## src/rtl/sfc_defs.svh

```systemverilog
// Constants of the serial converter frame control
`ifndef SFC_DEFS_SVH
`define SFC_DEFS_SVH

// Frame layout
`define SFC_FRAME_BITS   16
`define SFC_CODE_BITS    12
`define SFC_PAD          4'h0
`define SFC_CODE_ZERO    12'h000
`define SFC_CODE_FULL    12'hfff

// Falling serial clock counts within a frame
`define SFC_FALL_LAST    5'h10
`define SFC_SAMP_FIRST   5'h05
`define SFC_FALL_ONE     5'h01

// Chip-select low length, in serial clocks, for the selector
`define SFC_SEL_RST_MIN  4'h4
`define SFC_SEL_RST_MAX  4'h7
`define SFC_LCNT_SAT     4'hf

// Conversion time and clock period
`define SFC_CONV_NS      3500
`define SFC_MCLK_NS      4

// Buffer
`define SFC_BUF_DEPTH    2'h2

`endif

```

## src/rtl/sfc_pkg.sv

```systemverilog
// Types of the serial converter frame control
package sfc_pkg;

  typedef enum logic [1:0] {
    SFC_SLEEP = 2'b00,
    SFC_ACT   = 2'b01,
    SFC_CONV  = 2'b10
  } sfc_state_e;

  typedef enum logic [1:0] {
    SFC_SINGLE = 2'b00,
    SFC_DUAL   = 2'b01,
    SFC_PDIFF  = 2'b10
  } sfc_var_e;

endpackage
```

## src/rtl/sfc_frame_ctrl.sv

```systemverilog
// Serial control, output framing and input selector of a 12-bit converter
// Operation
// - Output is high impedance while chip-select is high, driven from its fall.
// - Frame shifts MSB first; output released after the sixteenth serial clock.
// - Bits change on rising serial clock; host samples on the falling edge.
// - Frame holds the 12-bit result in upper bits, four low bits don't-care.
// - Code is unsigned binary, 000h at ground, FFFh at full scale.
// - Control inputs latched on a serial clock fall while chip-select is high.
// - Chip-select-only mode: falling chip-select starts the cycle, MSB read first fall.
// - Frame-sync-only: MSB after frame-sync rises, falling frame-sync starts cycle.
// - Both used: MSB after chip-select falls, frame-sync fall starts cycle.
// - Dual and differential variants are controlled by chip-select alone.
// - Dual variant: chip-select low four to seven clocks resets selector.
// - Dual variant: chip-select low over seven clocks toggles the selector.
// - Sampling lasts eleven serial clocks, starting at the fifth fall.
// - Conversion starts after the sixteenth fall and ends within 3.5 us.
// - Data shifted out is the result of the previous cycle's sample.
// - Power down after conversion, wake on chip-select fall or frame-sync rise.
`include "sfc_defs.svh"
`timescale 1ns/10ps
`default_nettype none

module sfc_frame_ctrl
  import sfc_pkg::*;
#(
  parameter sfc_var_e VARIANT  = SFC_SINGLE,
  parameter int       DW       = `SFC_CODE_BITS,
  parameter int       CONV_CYC = `SFC_CONV_NS / `SFC_MCLK_NS
) (
  // Clock and reset
  input  wire logic          MCLK,
  input  wire logic          RST,
  // Serial link from the host
  input  wire logic          CHIP_SELECT_N,
  input  wire logic          FRAME_SYNC,
  input  wire logic          SCLK,
  output var  logic          SERIAL_RESULT_OUT,
  output var  logic          SERIAL_RESULT_OE,
  // Converter core
  input  wire logic [DW-1:0] CONV_CODE,
  output var  logic          INPUT_SELECTOR,
  output var  logic          SAMPLING,
  output var  logic          CONVERTING,
  output var  logic          POWERED_UP
);

  ////////////////////////////////////////////////////////////////////////////
  // Input synchronisers and edge detection

  logic       cs_m, cs_s, cs_d;
  logic       fs_m, fs_s, fs_d;
  logic       ck_m, ck_s, ck_d;
  logic       cs_fall, cs_rise, fs_fall, fs_rise, sclk_fall, sclk_rise;

  always_ff @(posedge MCLK or posedge RST) begin
    if (RST) begin
      cs_m <= 1'b1;
      cs_s <= 1'b1;
      cs_d <= 1'b1;
      fs_m <= 1'b1;
      fs_s <= 1'b1;
      fs_d <= 1'b1;
      ck_m <= 1'b0;
      ck_s <= 1'b0;
      ck_d <= 1'b0;
    end else begin
      cs_m <= CHIP_SELECT_N;
      cs_s <= cs_m;
      cs_d <= cs_s;
      fs_m <= FRAME_SYNC;
      fs_s <= fs_m;
      fs_d <= fs_s;
      ck_m <= SCLK;
      ck_s <= ck_m;
      ck_d <= ck_s;
    end
  end

  assign cs_fall   = cs_d & ~cs_s;
  assign cs_rise   = ~cs_d & cs_s;
  assign fs_fall   = fs_d & ~fs_s;
  assign fs_rise   = ~fs_d & fs_s;
  assign sclk_fall = ck_d & ~ck_s;
  assign sclk_rise = ~ck_d & ck_s;

  ////////////////////////////////////////////////////////////////////////////
  // Two-entry result buffer between converter and shifter

  logic [DW-1:0] mem [2];
  logic [DW-1:0] last, next_last, word;
  logic [1:0]    cnt, next_cnt;
  logic          wp, rp, next_wp, next_rp;
  logic          push_v, push_rdy, pop_v, pop_rdy, load;

  assign push_rdy = (cnt != `SFC_BUF_DEPTH);
  assign pop_v    = (cnt != 2'h0);
  assign pop_rdy  = load;
  assign word     = pop_v ? mem[rp] : last;

  always_comb begin
    next_cnt  = cnt;
    next_wp   = wp;
    next_rp   = rp;
    next_last = last;
    if (push_v && push_rdy) begin
      next_wp = ~wp;
    end
    if (pop_v && pop_rdy) begin
      next_rp   = ~rp;
      next_last = mem[rp];
    end
    next_cnt = cnt + {1'b0, push_v && push_rdy} - {1'b0, pop_v && pop_rdy};
  end

  always_ff @(posedge MCLK or posedge RST) begin
    if (RST) begin
      cnt  <= 2'h0;
      wp   <= 1'b0;
      rp   <= 1'b0;
      last <= '0;
    end else begin
      cnt  <= next_cnt;
      wp   <= next_wp;
      rp   <= next_rp;
      last <= next_last;
    end
  end

  // Result code is taken unchanged: unsigned straight binary
  always_ff @(posedge MCLK) begin
    if (push_v && push_rdy) begin
      mem[wp] <= CONV_CODE;
    end
  end

  ////////////////////////////////////////////////////////////////////////////
  // Frame control, shifter and input selector

  sfc_state_e st, next_st;
  logic [`SFC_FRAME_BITS-1:0] sh, next_sh;
  logic [4:0] fcnt, next_fcnt, fcnt_inc;
  logic [3:0] lcnt, next_lcnt;
  logic [9:0] ccnt, next_ccnt;
  logic       armed, next_armed, oe, next_oe, sel, next_sel;
  logic       samp, next_samp, pwr, next_pwr, conv, next_conv, start;
  logic       fs_ctl;

  assign fs_ctl   = (VARIANT == SFC_SINGLE);
  assign fcnt_inc = fcnt + `SFC_FALL_ONE;

  always_comb begin
    next_st    = st;
    next_sh    = sh;
    next_fcnt  = fcnt;
    next_lcnt  = lcnt;
    next_ccnt  = ccnt;
    next_armed = armed;
    next_oe    = oe;
    next_sel   = sel;
    next_samp  = samp;
    load       = 1'b0;
    start      = 1'b0;
    push_v     = 1'b0;
    if (sclk_fall && !cs_s && lcnt != `SFC_LCNT_SAT) begin
      next_lcnt = lcnt + 4'h1;
    end
    if (cs_fall) begin
      next_lcnt = 4'h0;
      load      = 1'b1;
      if (!fs_ctl || fs_s) begin
        start = armed;
      end
    end
    if (fs_ctl && !cs_s) begin
      if (fs_rise && !oe) begin
        load = 1'b1;
      end
      if (fs_fall && st != SFC_ACT) begin
        start = armed;
      end
    end
    if (cs_rise) begin
      next_oe = 1'b0;
      // Select rising mid-frame abandons the frame
      if (st == SFC_ACT) begin
        next_st   = SFC_SLEEP;
        next_samp = 1'b0;
      end
      if (VARIANT == SFC_DUAL) begin
        if (lcnt > `SFC_SEL_RST_MAX) begin
          next_sel = ~sel;
        end else if (lcnt >= `SFC_SEL_RST_MIN) begin
          next_sel = 1'b0;
        end
      end
    end
    if (st == SFC_ACT && sclk_fall) begin
      next_fcnt = fcnt_inc;
      next_samp = (fcnt_inc >= `SFC_SAMP_FIRST) && (fcnt_inc < `SFC_FALL_LAST);
      if (fcnt_inc == `SFC_FALL_LAST) begin
        next_oe   = 1'b0;
        next_st   = SFC_CONV;
        next_ccnt = 10'h000;
      end
    end
    // Shift only after the first fall so the MSB is seen by it
    if (sclk_rise && oe && fcnt != 5'h00) begin
      next_sh = {sh[`SFC_FRAME_BITS-2:0], 1'b0};
    end
    if (st == SFC_CONV) begin
      if (ccnt != 10'(CONV_CYC - 1)) begin
        next_ccnt = ccnt + 10'h001;
      end else if (push_rdy) begin
        push_v  = 1'b1;
        next_st = SFC_SLEEP;
      end
    end
    if (load) begin
      next_sh   = {word, `SFC_PAD};
      next_oe   = 1'b1;
      next_fcnt = 5'h00;
    end
    if (start) begin
      next_st    = SFC_ACT;
      next_armed = 1'b0;
      next_fcnt  = 5'h00;
      next_samp  = 1'b0;
    end
    // Latch wins over the clear of a coincident start; in the single variant frame-sync high also latches outside a frame
    if (sclk_fall && (cs_s || (fs_ctl && fs_s && st != SFC_ACT))) begin
      next_armed = 1'b1;
    end
    next_pwr  = (next_st != SFC_SLEEP) || next_oe;
    next_conv = (next_st == SFC_CONV);
  end

  always_ff @(posedge MCLK or posedge RST) begin
    if (RST) begin
      st    <= SFC_SLEEP;
      sh    <= '0;
      fcnt  <= 5'h00;
      lcnt  <= 4'h0;
      ccnt  <= 10'h000;
      armed <= 1'b0;
      oe    <= 1'b0;
      sel   <= 1'b0;
      samp  <= 1'b0;
      pwr   <= 1'b0;
      conv  <= 1'b0;
    end else begin
      st    <= next_st;
      sh    <= next_sh;
      fcnt  <= next_fcnt;
      lcnt  <= next_lcnt;
      ccnt  <= next_ccnt;
      armed <= next_armed;
      oe    <= next_oe;
      sel   <= next_sel;
      samp  <= next_samp;
      pwr   <= next_pwr;
      conv  <= next_conv;
    end
  end

  assign SERIAL_RESULT_OUT = sh[`SFC_FRAME_BITS-1];
  assign SERIAL_RESULT_OE  = oe;
  assign INPUT_SELECTOR    = sel;
  assign SAMPLING          = samp;
  assign CONVERTING        = conv;
  assign POWERED_UP        = pwr;
endmodule

`default_nettype wire

```

## config.mk

```make
export PLATFORM = sky130hd
export DESIGN_NAME = sfc_frame_ctrl
export DESIGN_NICKNAME = d
export VERILOG_FILES = /design/src/rtl/sfc_pkg.sv /design/src/rtl/sfc_frame_ctrl.sv
export VERILOG_INCLUDE_DIRS = /design/src /design/src/rtl
export SDC_FILE = /design/constraint.sdc
export NUM_CORES = 1
export LEC_CHECK = 0
export ABC_CLOCK_PERIOD_IN_PS = 4100
export BUFFER_PORTS_ARGS = -buffer_cell sky130_fd_sc_hd__buf_2
export CAP_MARGIN = 30
export CORE_MARGIN = 8
export CORE_UTILIZATION = 40
export CTS_CLUSTER_SIZE = 10
export DETAILED_ROUTE_END_ITERATION = 7
export GPL_TIMING_DRIVEN = 1
export PLACE_DENSITY = 0.53
export SLEW_MARGIN = 20
export SYNTH_ARGS = -nofsm -noshare
export SYNTH_HDL_FRONTEND = slang
export SYNTH_SLANG_ARGS = --single-unit
```

## constraint.sdc

```tcl
create_clock -name MCLK -period 4.1 [get_ports MCLK]
set_input_delay 0.205 -clock MCLK [delete_from_list [all_inputs] [get_ports MCLK]]
set_output_delay 0.205 -clock MCLK [all_outputs]
set_load 0.02 [all_outputs]
```

# After elaboration in Yosys (flattened, before gate mapping)

Memory sizes are Yosys's and may differ from the RTL's.
Cells that the tools add are included.

Memories: 1
RAM bits: 24
Register bits after elaboration: 63
Logic and storage cells: 112

Memories:

| memory | words | bits a word | read ports | clocked after memory_dff | wr ports | RTL line             | RTL |
|---|---|---|---|---|---|---|---|
| mem    | 2     | 12          | 1          | 0                        | 1        | sfc_frame_ctrl.sv:89 | `logic [DW-1:0] mem [2];` |

Order comparisons: 2
Add/subtract/negate cells: 4
Reduce and logical (&&, ||, !) cells: 22
Equal/unequal tests: 7
Mux-type cells: 40
Bitwise operators: 14

Operator list:

| kind                                                 | number |
|---|---|
| two-way mux 10 bit                                   | 4 |
| two-way mux 16 bit                                   | 2 |
| two-way mux 1 bit                                    | 22 |
| two-way mux 2 bit                                    | 8 |
| two-way mux 5 bit                                    | 3 |
| two-way mux 12 bit                                   | 1 |
| adder 10 x 1 -> 10 bit (second input constant)       | 1 |
| logical AND 1 bit                                    | 10 |
| != test 10 bit (second input constant)               | 1 |
| nonzero test 3 bit                                   | 3 |
| inverter 1 bit                                       | 8 |
| nonzero test 2 bit                                   | 4 |
| AND 1 bit                                            | 6 |
| adder 5 x 1 -> 5 bit (second input constant)         | 1 |
| == test 5 bit (second input constant)                | 1 |
| >= comparator 5 x 3 -> 1 bit (second input constant) | 1 |
| < comparator 5 bit (second input constant)           | 1 |
| nonzero test 5 bit                                   | 1 |
| == test 2 bit (second input constant)                | 2 |
| adder 2 x 1 -> 2 bit                                 | 1 |
| == test 2 x 1 -> 1 bit (second input constant)       | 1 |
| logical OR 1 bit                                     | 2 |
| != test 2 x 1 -> 1 bit (second input constant)       | 1 |
| != test 2 bit (second input constant)                | 1 |
| 3 further kinds                                      | 3 |

# Depth between registers and ports, before layout

Gate-level depths: netlist (run 1).

Depth in word-level cells: 11
Depth in mapped cells: 11
Mapped depth without buffers: 10

# Worst setup path before layout (run 1)

Ideal clock, no wire load.

Path type: register to register
Start point: register ccnt[0]
End point: memory mem[1][0] in the netlist's numbering (enable)
Setup slack: 1.918 ns
Library setup time: 0.380 ns
Data arrival time: 1.801 ns
Stages on the path, launching flop included: 7
Path buffers: 0
Required time: 3.720 ns
Cell sequence: dfrtp_1 -> inv_1 -> ha_1 -> nand4b_1 -> nor4_1 -> nand3_2 -> nor2_1

Cells in the longest elaborated chain, start to end: 6

Ends and longest elaborated chain:

| item                                    | RTL line              | RTL |
|---|---|---|
| start: declaration                      | sfc_frame_ctrl.sv:143 | `logic [9:0] ccnt, next_ccnt;` |
| start signal: assignment                | sfc_frame_ctrl.sv:255 | `ccnt <= next_ccnt;` |
| != test 10 bit                          | sfc_frame_ctrl.sv:211 | `if (ccnt != 10'(CONV_CYC - 1)) begin` |
| two-way mux 1 bit                       | sfc_frame_ctrl.sv:211 |  |
| two-way mux 1 bit                       | sfc_frame_ctrl.sv:210 | `if (st == SFC_CONV) begin` |
| logical AND 1 bit                       | sfc_frame_ctrl.sv:131 | `if (push_v && push_rdy) begin` |
| two-way mux 1 bit                       | sfc_frame_ctrl.sv:131 |  |
| two-way mux 1 bit (implied by the code) | sfc_frame_ctrl.sv:132 | `mem[wp] <= CONV_CODE;` |
| end: declaration                        | sfc_frame_ctrl.sv:89  |  |

No other way between the ends.

# Final worst setup path (run 1)

Start point: register ccnt[0]
End point: memory mem[1][2] in the netlist's numbering (enable)

The elaborated chain is that of the path after synthesis.

==> run summary, run 1 <==
The initialized floorplan defines 35 standard-cell rows. The later pin in the worst-skew pair is clocked with a latency of 0.34 ns. In the synthesized netlist the dominant register cell turns out to be dfrtp_1.

The remaining design rule violation count came out at 0. The first global-routing pass estimated 11.4 mm of wire. For this design the total switching power over the nets is 381 uW. Per-instance average area after synthesis: 11.3 um^2. The worst setup path is launched from a register. In this run the tightest slew margin relative to its limit is 47.2%. For the sequential share of the synthesized area, the log shows 60.6%.

Routability-driven placement finished with a final weighted congestion of 0.657. For the worst setup path, the data required time is 4.15 ns. The share of synthesized area in the top cell type comes to 36.5%. Per report_power, the clock group accounts for 34.5% of the total. In this run the worst hold path is classified as input pin to asynchronous set/reset pin.

After routing, the total negative slack on setup checks comes to 0 ns. The worst setup path is captured at a register. The quantity of gates resized following cts was 0; the total count of max-transition violations in the final report was 0. The die covers 0.0124 mm^2.

For the violation count after the first detailed-route iteration, the log shows 93. The width of the die is 111 um. The standard cell with the maximum stage delay on the critical path was dfrtp_1.

Setup repair after global routing left no endpoint under its margin. Compared with the post-synthesis result, the final layout area differs by 10.8%. The run finished with clean final reports.

Boundary pin count: 23. The static leakage was 1.67 nW; the peak supply drop was 0.228 mV. For this run, the slowest stage of the critical path takes 0.47 ns. The final route contains 2289 vias. The wire-length estimate of the detail-placed layout is 4.28 mm. The number of setup buffers added after CTS is 0. The tools report the endpoint of the most critical register-to-register path as mem[1][2].

The met2 routed wirelength is 2.90 mm. The tools report the setup slack of the worst register-to-register path as 1.72 ns. The number of distinct library cells after synthesis was 51; the overall power after layout was 1.52 mW. First-pass iteration count of the detailed router: 4.

The worst setup path is of the register to register kind. By area the synthesized netlist is led by dfrtp_1 (36%), edfxtp_1 (20%), dfstp_2 (4.3%). The total clock buffers created by CTS came out at 9.

CTS placed an instance of clkbuf_8 at the clock tree root. The final critical path takes up 58.1% of the cycle. Port buffering added 21 buffers. The final setup violation count is 0.

Number of hold violations in the final report: 0. The tool flagged a number of max-cap violations equal to 0. The tools report the final routed wirelength across all metal layers as 6.39 mm.

The number of levels in the clock H-tree came out at 3. Hold timing on the final database bottoms out at a slack of 0.00531 ns. The highest fanout seen on the critical path was 8. TritonCTS built the clock tree. The run gives 0 as the antenna violation net count after detailed routing. Entering global routing, the biggest net connects 38 pins. The tools report the number of warnings issued by yosys as 0.

Cells with a size suffix above 1 make up 16.8% of the layout. The maximum count of clock buffers along a single path was 2; the clock tree skew after final layout was 0.0146 ns. Sequential cells burn 59.1% of the power. Minimum clock period after layout: 2.38 ns. The initial antenna violation count is 0, and the number of instances in the synthesized netlist is 321. Counting cells, the worst reg-to-reg path comes to 7.

The commonest cells after synthesis are dfrtp_1 (53), nor2_1 (39), nand2_1 (29), o21ai_0 (25), edfxtp_1 (24). The logs give 0 for the sum of overflow across all layers after global routing and 369 for the number of nets at the end of the flow. The internal power of the cells totals 1.14 mW. In this run the power density over the cells is 378 mW/mm^2. Global routing used 11.1% of the available tracks across all layers. After detailed routing, the number of vias per cell comes to 4.95. The initial utilization of the core area, before any placement, comes to 40.3%.

The clock transition time at the flip-flop clock pins of the worst setup and hold paths is 0.09 ns, and the height of the die is 111 um. The logs give 344 for the post-synth net total and 0 for the count of inserted antenna diode cells. Timing would allow up to 0.419 GHz. The floorplan step defined a core boundary enclosing 0.00902 mm^2. Summed over all instances, the cell type with the most area after synthesis is dfrtp_1.

The tools report the arrival time of data at the critical path endpoint as 2.44 ns. After synthesis, the share of flip-flops with an asynchronous set or reset is 71.1%. The critical path goes through inv_1 > ha_1 > nand4b_1 > nor4_1 > nand3_2 > nor2_1 > buf_4. Counting flops and latches in the post-synthesis netlist gives 83.

The number of global-route vias before repair is 2391. Yosys mapped a number of flops with a built-in enable equal to 24. In the final routed layout, each cell accounts on average for 13.8 um.

After detailed routing, the wire length on met1 is 3.21 mm. For the wire length on met3, the log shows 170 um. The worst-margin pin slew came out at 0.791 ns. The tree built by TritonCTS fans out to 83 sinks. The switching fraction of total power came out at 25.0%.

Combinational logic is responsible for 6.4% of the overall power. The cell with the most instances after synthesis was dfrtp_1. In this run the cell area of the synthesized design comes to 0.00364 mm^2. The startpoint identified for the worst register-to-register timing path is ccnt[0]. In this run the top signal layer used is met4.
[flip-flops by register name (all words and copies together), names as in the netlist, 2 cells and up]
signal,cells
cnt,2
last,12
fcnt,5
sh,12
ccnt,10
mem,24
st,2
[final cells by class]
type | instances | area, um^2
clock inverter | 7 | 52.6
tap | 111 | 139
clock buffer | 9 | 124
sequential | 83 | 2200
multi-input combinational | 213 | 1300
inverter | 10 | 37.5
fill | 845 | 4990
timing repair buffer | 29 | 173
[layer usage]
layer | global-route usage (%) | vias up
li1 | - | 1175
met2 | 17.9 | 27
met4 | 5.51 | 0
met3 | 2.42 | 8
met1 | 13.7 | 1079
met5 | 0 | -
[logic make-up (layout without fill, tap and decap cells)]
family,after synthesis,count (layout),synth area share [%]
flops,83,83,60.6
compound gates,69,69,11.2
fa+ha+maj,6,6,2.06
other cells,1,1,0.103
simple gates,112,112,15.8
buf+inv,25,55,3.68
mux,13,13,3.61
xor+xnor,12,12,2.89
[critical path: cells and delay by family (launching register included)]
| kind | cells | cell delay (ns) |
|---|---|---|
| adders and majority gates | 1 | 0.14 |
| DFF | 1 | 0.47 |
| and+or+nand+nor | 4 | 1.15 |
| buffers and inverters | 2 | 0.35 |
[power by group through the flow]
stage / clock (mW) / sequential (mW) / combinational (mW)
6_report: 0.526 / 0.900 / 0.0976
5_1_grt: 0.577 / 0.905 / 0.113
4_1_cts: 0.547 / 0.900 / 0.100
2_1_floorplan: 0 / 0.916 / 0.0652
3_3_place_gp: 0 / 0.917 / 0.0970
3_5_place_dp: 0 / 0.917 / 0.0976
[cell usage in the layout, fill, tap and decap left out, types with 3 or more instances in the layout]
cell type       n
clkbuf_8        9
clkinvlp_4      3
dfrtp_1        53
o21ai_1         7
dfstp_2         6
nand4_1         5
nor2_1         39
inv_1           9
buf_4           5
nand2_1        29
nand3_1         7
a21oi_1        11
o22ai_1         9
buf_2          21
xor2_1          7
nand2b_1        8
and2_1          3
o21ai_0        25
edfxtp_1       24
a22oi_1         3
or3_1           3
dlygate4sd3_1   3
ha_1            6
mux2i_1        12
xnor2_1         5
[timing repair]
| action | CTS | global route |
|---|---|---|
| endpoints found under the hold margin | 3 | 0 |
| endpoints found under the setup margin | 0 | 0 |
| hold buffers | 3 | 0 |
[through the flow]
| step | util (%) | instance area, um^2 | instances | worst slack (ns) |
|---|---|---|---|---|
| 3_3_place_gp | 42.2 | 3810 | 441 | 1.48 |
| 5_1_grt | 44.7 | 4030 | 462 | 1.52 |
| 4_1_cts | 44.6 | 4020 | 461 | 1.46 |
| 2_1_floorplan | - | 3640 | 321 | 1.92 |
| 6_report | 44.7 | 4030 | 462 | 1.72 |
| 3_5_place_dp | 42.3 | 3820 | 442 | 1.50 |
[how the worst max path moves through the flow]
stage,to,cells after the start,slack [ns],from
floorplan,mem[1][0],6,1.92,ccnt[0]
global placement,mem[1][0],6,1.48,ccnt[0]
detailed placement,mem[0][11],6,1.50,ccnt[0]
CTS,mem[0][10],6,1.46,ccnt[0]
global route,mem[1][3],7,1.52,ccnt[0]
finish,mem[1][2],7,1.72,ccnt[0]
Note: power is estimated with default switching activity, not from simulation.
==> run 2: changes to the inputs <==
--- a/config.mk
+++ b/config.mk
@@ -6,7 +6,7 @@
 export SDC_FILE = /design/constraint.sdc
 export NUM_CORES = 1
 export LEC_CHECK = 0
-export ABC_CLOCK_PERIOD_IN_PS = 4100
+export ABC_CLOCK_PERIOD_IN_PS = 2200
 export BUFFER_PORTS_ARGS = -buffer_cell sky130_fd_sc_hd__buf_2
 export CAP_MARGIN = 30
 export CORE_MARGIN = 8
==> constraint.sdc (replaced) <==
create_clock -name MCLK -period 2.2 [get_ports MCLK]
set_input_delay 0.11 -clock MCLK [delete_from_list [all_inputs] [get_ports MCLK]]
set_output_delay 0.11 -clock MCLK [all_outputs]
set_load 0.02 [all_outputs]
==> run summary, run 2 (synthesis gave the netlist of run 1 again) <==
The met1 demand-to-capacity share in global routing is 13.7% (-0.033 points), and the worst hold margin is 0.355 ns (+0.350 ns). The setup fix buffers added after clock tree synthesis is 0 (unchanged), and the clock transition time at the flip-flop clock pins of the worst setup and hold paths is 0.09 ns (about the same). The tools report the placed cell area as 0.00387 mm^2 (+1.4%).

The tools report the sort of element at the start of the critical path as a register. The share of layout cells above drive strength 1 is 17.8% (+1.0 points). The total clock buffers created by CTS was 9 (unchanged); the width of the die was 111 um (unchanged). The initial antenna violation count was 0 (unchanged). The setup path with the least slack is of type register to register.

The launching point of the worst reg2reg path is ccnt[0]. The tools report the combinational share of power as 6.8% (+0.4 points). Number of nets at the end of the flow: 388 (+5.1%).

Endpoint of the most critical register-to-register path: cnt[1]. Post-layout instance count excluding filler cells: 481 (+4.1%). The tools report the post-route standard cell area excluding fillers as 0.00423 mm^2 (+5.1%).

The switching power summed over all nets is 708 uW (+86%), and the count of input and output buffers is 21 (unchanged). The run gives 2336 (+2.1%) as the total via count after detailed routing. The number of vias per cell is 4.86 (-2.0%), and the boundary pin count is 23 (unchanged). Setup slack of the worst register-to-register path: 0.21 ns (-1.50 ns).

The height of the die works out to 111 um (unchanged). The layout overhead on the synthesized area was 16.4%. The clock latency on the worst-skew pair was 0.34 ns (about the same). The routed wirelength normalized by instance count works out to 13.4 um (-3.2%).

Worst-margin pin slew: 0.744 ns (-0.0462 ns). The final setup violation count came out at 0 (unchanged). Worst min-delay path category: register to register. The top cell types in the final layout, fill and taps aside, are dfrtp_1 (53), nor2_1 (39), nand2_1 (29), o21ai_0 (25), edfxtp_1 (24).

Buffer cell driving the clock tree root: clkbuf_8. The max-capacitance violation count came out at 0 (unchanged). STA classifies the critical path endpoint as a register.

The run gives 40.3% (unchanged) as the starting density of the core. The maximum count of clock buffers along a single path was 2 (unchanged). The global router's overall resource usage was 10.6% (-0.46 points); the routing usage on met3 was 2.63% (+0.22 points). The number of sinks driven by the clock tree was 83 (unchanged). First-pass iteration count of the detailed router: 4 (unchanged). The logic depth of the worst register-to-register path was 10 (+3).

Following the worst setup path forward leads to its endpoint at cnt[1]. The arrival time of data at the critical path endpoint was 2.25 ns (-0.19 ns). The logs give 2.47 ns (-1.68 ns) for the endpoint required time on the critical path and 0.504 GHz (+20%) for the timing-limited maximum frequency. For the placer congestion estimate, the log shows 0.729 (+11%). Cell total after placement: 449 (+1.6%). The die outline area was 0.0124 mm^2 (unchanged). The flow ran to the end, and the final reports show no timing, DRC or antenna violations. For the total of fill cells in the finished design, the log shows 865 (+2.4%). The antenna violation net count after detailed routing came out at 0 (unchanged). The flip-flop count of the largest register after layout works out to 24 (unchanged). The largest registers in the layout are mem x24, last x12, sh x12.

The logs give 4.33 mm (+1.2%) for the placed wire-length estimate after detailed placement and 10.9 mm (-4.6%) for the global-route wire length before repair. The sum of overflow across all layers after global routing is 0 (unchanged), and the count of inserted antenna diode cells is 0 (unchanged). For the final routed wirelength across all metal layers, the log shows 6.44 mm (+0.77%). Switching fraction of total power: 23.8% (-1.2 points). The start point of the critical path was ccnt[0]. Met2 routing resource usage after global routing: 16.5% (-1.4 points). The logs give 56.5% (-2.6 points) for the part of the power in registers and 3 (unchanged) for the number of levels in the clock H-tree. The register with the highest flop count was mem. The run gives 113 (+22%) as the violation count after the first detailed-route iteration.

Setup repair after global routing left no endpoint under its margin. The minimum clock period after layout works out to 1.99 ns (-0.399 ns). The relative contribution of the clock network to total power is 36.8% (+2.3 points), and the clock tree skew after final layout is 0.00791 ns (-0.00666 ns).

The layer flagged by global routing as most heavily used is met2. The placeable core region was 0.00902 mm^2 (unchanged). The utilization after layout was 46.9% (+2.3 points).

The tools report the maximum number of pins on one net before global-route repair as 60 (+58%). The power per unit of standard cell area was 702 mW/mm^2 (+86%); the number of cell rows was 35 (unchanged). The remaining design rule violation count was 0 (unchanged).

The highest fanout seen on the critical path was 2 (-6). The logs give 0 (unchanged) for the total count of max-transition violations in the final report and 2279 (-4.7%) for the number of global-route vias before repair. For the final total negative setup slack, the log shows 0 ns (unchanged).

The most common library cell in the layout ignoring fill and taps was dfrtp_1. TritonCTS built the clock tree. The peak supply drop was 0.358 mV (+57%). The design internal power was 2.26 mW (+98%).

The worst relative slew slack is 50.4% (+3.2 points), and the part of the cycle the worst path needs is 90.2% (+32 points). The run gives 1.77 nW (+6.0%) as the static leakage. The run gives 0 (unchanged) as the number of hold violations in the final report.
run 2: changes by cell type in the layout (fill, tap and decap cells not counted):
cell,before,now
bufinv_16,0,1
dlygate4sd3_1,3,16
nor4_1,1,0
clkinv_4,2,0
buf_4,5,11
nor4_2,0,1
inv_6,1,3
clkinvlp_4,3,2
run 2: critical path, cell delays in order, from the launching register on:
cell	delay [ns]
dfrtp_1	0.38
inv_1	0.05
ha_1	0.14
nand4b_1	0.11
nor4_2	0.30
nand3_2	0.11
ha_1	0.29
inv_1	0.04
ha_1	0.18
xnor2_1	0.17
xnor2_1	0.14
run 2: layout make-up:
type | count | area (um^2) | area share [%]
Clock inverter | 7 | 75.1 | 1.77
Clock buffer | 9 | 124 | 2.93
Multi-Input combinational cell | 213 | 1310 | 30.9
Tap cell | 111 | 139 | 3.28
Sequential cell | 83 | 2200 | 52.1
Timing Repair Buffer | 48 | 348 | 8.22
Inverter | 10 | 37.5 | 0.887
run 2: power groups by stage:
stage	Sequential, mW	Combinational [mW]	Clock (mW)
finish	1.68	0.201	1.09
global route	1.69	0.227	1.19
CTS	1.68	0.205	1.14
detailed placement	1.71	0.183	0
global placement	1.71	0.181	0
floorplan	1.71	0.121	0
run 2: metal layers:
metal  part of all wire, %  routed length, um  vias up
met5                     0                  0        -
met4                   1.4                 88        0
met3                   3.0                196        9
met2                    46               2960       28
met1                    50               3190     1090
li1                      -                  -     1209
run 2: worst min path at each step:
| stage | start | to | cells past startpoint |
|---|---|---|---|
| floorplan | CHIP_SELECT_N | cs_m | 0 |
| global placement | FRAME_SYNC | fs_m | 1 |
| detailed placement | FRAME_SYNC | fs_m | 1 |
| CTS | ck_m | ck_s | 0 |
| global route | cs_m | cs_s | 0 |
| finish | ck_m | ck_s | 0 |
run 2: stage by stage:
| stage | setup slack (ns) | power, mW |
|---|---|---|
| 3_3_place_gp | 0.184 | 1.89 |
| 6_report | 0.215 | 2.97 |
| 4_1_cts | 0.119 | 3.03 |
| 3_5_place_dp | 0.161 | 1.89 |
| 5_1_grt | 0.0120 | 3.11 |
| 2_1_floorplan | 0.0185 | 1.83 |
run 2: repair_timing:
item	CTS	global route
gates resized for setup	0	1
setup endpoints to repair	0	1
hold endpoints to repair	44	0
hold buffers	16	0
==> run 3: changes to the inputs <==
--- a/config.mk
+++ b/config.mk
@@ -7,13 +7,14 @@
 export NUM_CORES = 1
 export LEC_CHECK = 0
 export ABC_CLOCK_PERIOD_IN_PS = 2200
-export BUFFER_PORTS_ARGS = -buffer_cell sky130_fd_sc_hd__buf_2
+export BUFFER_PORTS_ARGS = -buffer_cell sky130_fd_sc_hd__clkbuf_2
 export CAP_MARGIN = 30
 export CORE_MARGIN = 8
 export CORE_UTILIZATION = 40
 export CTS_CLUSTER_SIZE = 10
 export DETAILED_ROUTE_END_ITERATION = 7
 export GPL_TIMING_DRIVEN = 1
+export MAX_ROUTING_LAYER = met4
 export PLACE_DENSITY = 0.53
 export SLEW_MARGIN = 20
 export SYNTH_ARGS = -nofsm -noshare
==> run summary, run 3 (synthesis gave the netlist of run 1 again) <==
The flow ran to the end, and the final reports show no timing, DRC or antenna violations. The number of hold violations in the final report is 0 (unchanged). The logs give 11.2 mm (+2.4%) for the global-route wire length before repair and 37.8% (+1.0 points) for the relative contribution of the clock network to total power. Die outline area: 0.0124 mm^2 (unchanged). The number of levels in the clock H-tree was 3 (unchanged). Clock tree skew after final layout: 0.0149 ns (+0.00701 ns). The combinational share of power was 6.6% (-0.2 points). The logic depth of the worst register-to-register path is 10 (unchanged), and the minimum clock period after layout is 2.02 ns (+0.0335 ns). The number of global-route vias before repair came out at 2279 (unchanged). In this run the critical register-to-register path is launched from ccnt[0]. The logs give 0.00387 mm^2 (unchanged) for the placed cell area and 74 (-35%) for the violation count after the first detailed-route iteration.

The flip-flop count of the largest register after layout was 24 (unchanged); the setup slack of the critical path after layout was 0.181 ns (-0.0335 ns). The number of vias per cell is 4.91 (+1.0%). The maximum count of clock buffers along a single path came out at 2 (unchanged).

The final routed wirelength across all metal layers was 6.45 mm (+0.17%). The total of fill cells in the finished design is 830 (-4.0%). Tracing the worst setup path back leads to its startpoint at ccnt[0]. Part of the power in registers: 55.6% (-0.9 points). The stage delay of the slowest cell on the critical path was 0.38 ns (about the same).

The number of sinks driven by the clock tree is 83 (unchanged), and the setup slack of the worst register-to-register path is 0.18 ns (-0.03 ns). The routed wirelength normalized by instance count was 13.4 um (+0.17%); the part of the cycle the worst path needs was 91.8% (+1.5 points). The cell total after placement is 449 (unchanged), and the design internal power is 2.27 mW (+0.44%).

The clock latency on the worst-skew pair was 0.36 ns (+0.02 ns); the height of the die was 111 um (unchanged). The tools report the max-capacitance violation count as 0 (unchanged). Leaving out fill and tap cells, the most frequent cell in the layout is dfrtp_1.

In this run the clock root is driven by a clkbuf_8. The tools report the static leakage as 1.78 nW (+0.49%). The standard cell with the maximum stage delay on the critical path was dfrtp_1. The run gives 481 (unchanged) as the post-layout instance count excluding filler cells. The post-route standard cell area excluding fillers came out at 0.00424 mm^2 (+0.15%). The worst-margin pin slew is 0.742 ns (-0.00285 ns).

The count of input and output buffers is 21 (unchanged), and the worst relative slew slack is 50.6% (+0.19 points). The final setup violation count came out at 0 (unchanged). The number of nets at the end of the flow was 388 (unchanged).

TritonCTS built the clock tree. The run gives 747 uW (+5.5%) as the switching power summed over all nets. The clock transition time at the flip-flop clock pins of the worst setup and hold paths was 0.10 ns (about the same).

The number of cell rows was 35 (unchanged). In the layout the commonest cells are dfrtp_1 (53), nor2_1 (39), nand2_1 (29), o21ai_0 (25), edfxtp_1 (24). The width of the die came out at 111 um (unchanged). Nature of the critical path endpoint: a register.

The worst hold path belongs to the class register to register. The timing-limited maximum frequency was 0.495 GHz (-1.7%); the sequential cell area was 0.00220 mm^2 (unchanged). The run gives 0 (unchanged) as the count of inserted antenna diode cells. First-pass iteration count of the detailed router: 4 (unchanged).

Setup repair after global routing left no endpoint under its margin. The starting density of the core is 40.3% (unchanged). The initial antenna violation count was 0 (unchanged); the maximum number of pins on one net before global-route repair was 60 (unchanged). Total clock buffers created by CTS: 9 (unchanged).

The run gives 0.739 (+1.4%) as the placer congestion estimate. The startpoint identified for the worst hold timing path is cs_m. The run gives 0.348 mV (-2.9%) as the peak supply drop. The power per unit of standard cell area was 712 mW/mm^2 (+1.5%); the layout overhead on the synthesized area was 16.5%. For the total count of max-transition violations in the final report, the log shows 0 (unchanged). The share of layout cells above drive strength 1 is 18.1% (+0.27 points), and the highest fanout seen on the critical path is 2 (unchanged). The worst setup path is launched from a register. Worst hold margin: 0.361 ns (+0.00588 ns). For the area of the multi-input gates, the log shows 0.00131 mm^2 (unchanged).

For the endpoint required time on the critical path, the log shows 2.47 ns (about the same). The total via count after detailed routing is 2360 (+1.0%), and the count of cells along the worst hold path is 0 (unchanged). The placed wire-length estimate after detailed placement came out at 4.30 mm (-0.76%). The arrival time of data at the critical path endpoint came out at 2.29 ns (+0.04 ns).

The switching fraction of total power works out to 24.7% (+0.90 points). The endpoint of the most critical register-to-register path is cnt[1]. The worst hold path terminates at cs_s. The worst slack after detailed placement was 0.0756 ns (-0.0857 ns); the global router's overall resource usage was 11.3% (+0.65 points).

The run gives 0.00902 mm^2 (unchanged) as the placeable core region. The run gives 0 ns (unchanged) as the final total negative setup slack. The run gives 0 (unchanged) as the antenna violation net count after detailed routing.

The run gives 0 (unchanged) as the sum of overflow across all layers after global routing. The number of buffer and inverter instances along the worst setup path is 2 (unchanged). The register with the highest flop count was mem.

The cell that appears most often on the critical path is ha_1. The remaining design rule violation count was 0 (unchanged). The largest registers in the layout are mem x24, last x12, sh x12.

Walking the worst path, the cells encountered are inv_1 > ha_1 > nand4b_1 > nor4_2 > nand3_2 > ha_1 > inv_1 > ha_1 > xnor2_1 > xnor2_1. The category of the most critical setup path is register to register. The boundary pin count came out at 23 (unchanged).

Dominant delay contributor by cell family on the critical path: adder cells.
==> run 3: per-stage QoR <==
step	power [mW]	util (%)
after CTS	3.07	46.9
after global placement	1.89	42.9
after detailed placement	1.89	42.9
after global routing	3.15	47.0
after floorplan	1.83	-
final	3.02	47.0
==> run 3: worst register-to-register path, stage by stage (launching register included) <==
cell,delay (ns)
dfrtp_1,0.38
inv_1,0.05
ha_1,0.14
nand4b_1,0.11
nor4_2,0.33
nand3_2,0.12
ha_1,0.29
inv_1,0.04
ha_1,0.17
xnor2_1,0.17
xnor2_1,0.14
==> run 3: routing by layer <==
| metal | track usage (%) | routed length [um] | vias to the layer above |
|---|---|---|---|
| li1 | - | - | 1216 |
| met1 | 14.3 | 3250 | 1103 |
| met4 | 5.87 | 136 | 0 |
| met3 | 2.42 | 161 | 11 |
| met5 | - | 0 | - |
| met2 | 16.6 | 2900 | 30 |
==> run 3: cell type report <==
cell class | instances | area share [%]
clock inverter | 7 | 1.92
timing repair buffer | 48 | 8.20
multi-input combinational | 213 | 30.8
clock buffer | 9 | 2.92
tap | 111 | 3.28
sequential | 83 | 52.0
inverter | 10 | 0.885
==> run 3: power groups by stage <==
stage	Clock, mW	Sequential, mW	Combinational, mW
2_1_floorplan	0	1.71	0.121
3_3_place_gp	0	1.71	0.180
3_5_place_dp	0	1.71	0.183
4_1_cts	1.19	1.68	0.204
5_1_grt	1.23	1.69	0.228
6_report	1.14	1.68	0.200
==> run 3: how the worst max path moves through the flow <==
stage                endpoint  cells past startpoint
detailed placement     cnt[1]                     10
global placement       cnt[1]                     10
floorplan           mem[1][0]                      6
finish                 cnt[1]                     10
global route           cnt[1]                     10
CTS                    cnt[1]                     10
==> run 3: what timing repair did <==
item                       CTS  global route
buffers inserted             0             0
setup endpoints to repair    0             1
hold buffers                16             0
resized for setup            0             1
hold endpoints to repair    80             0
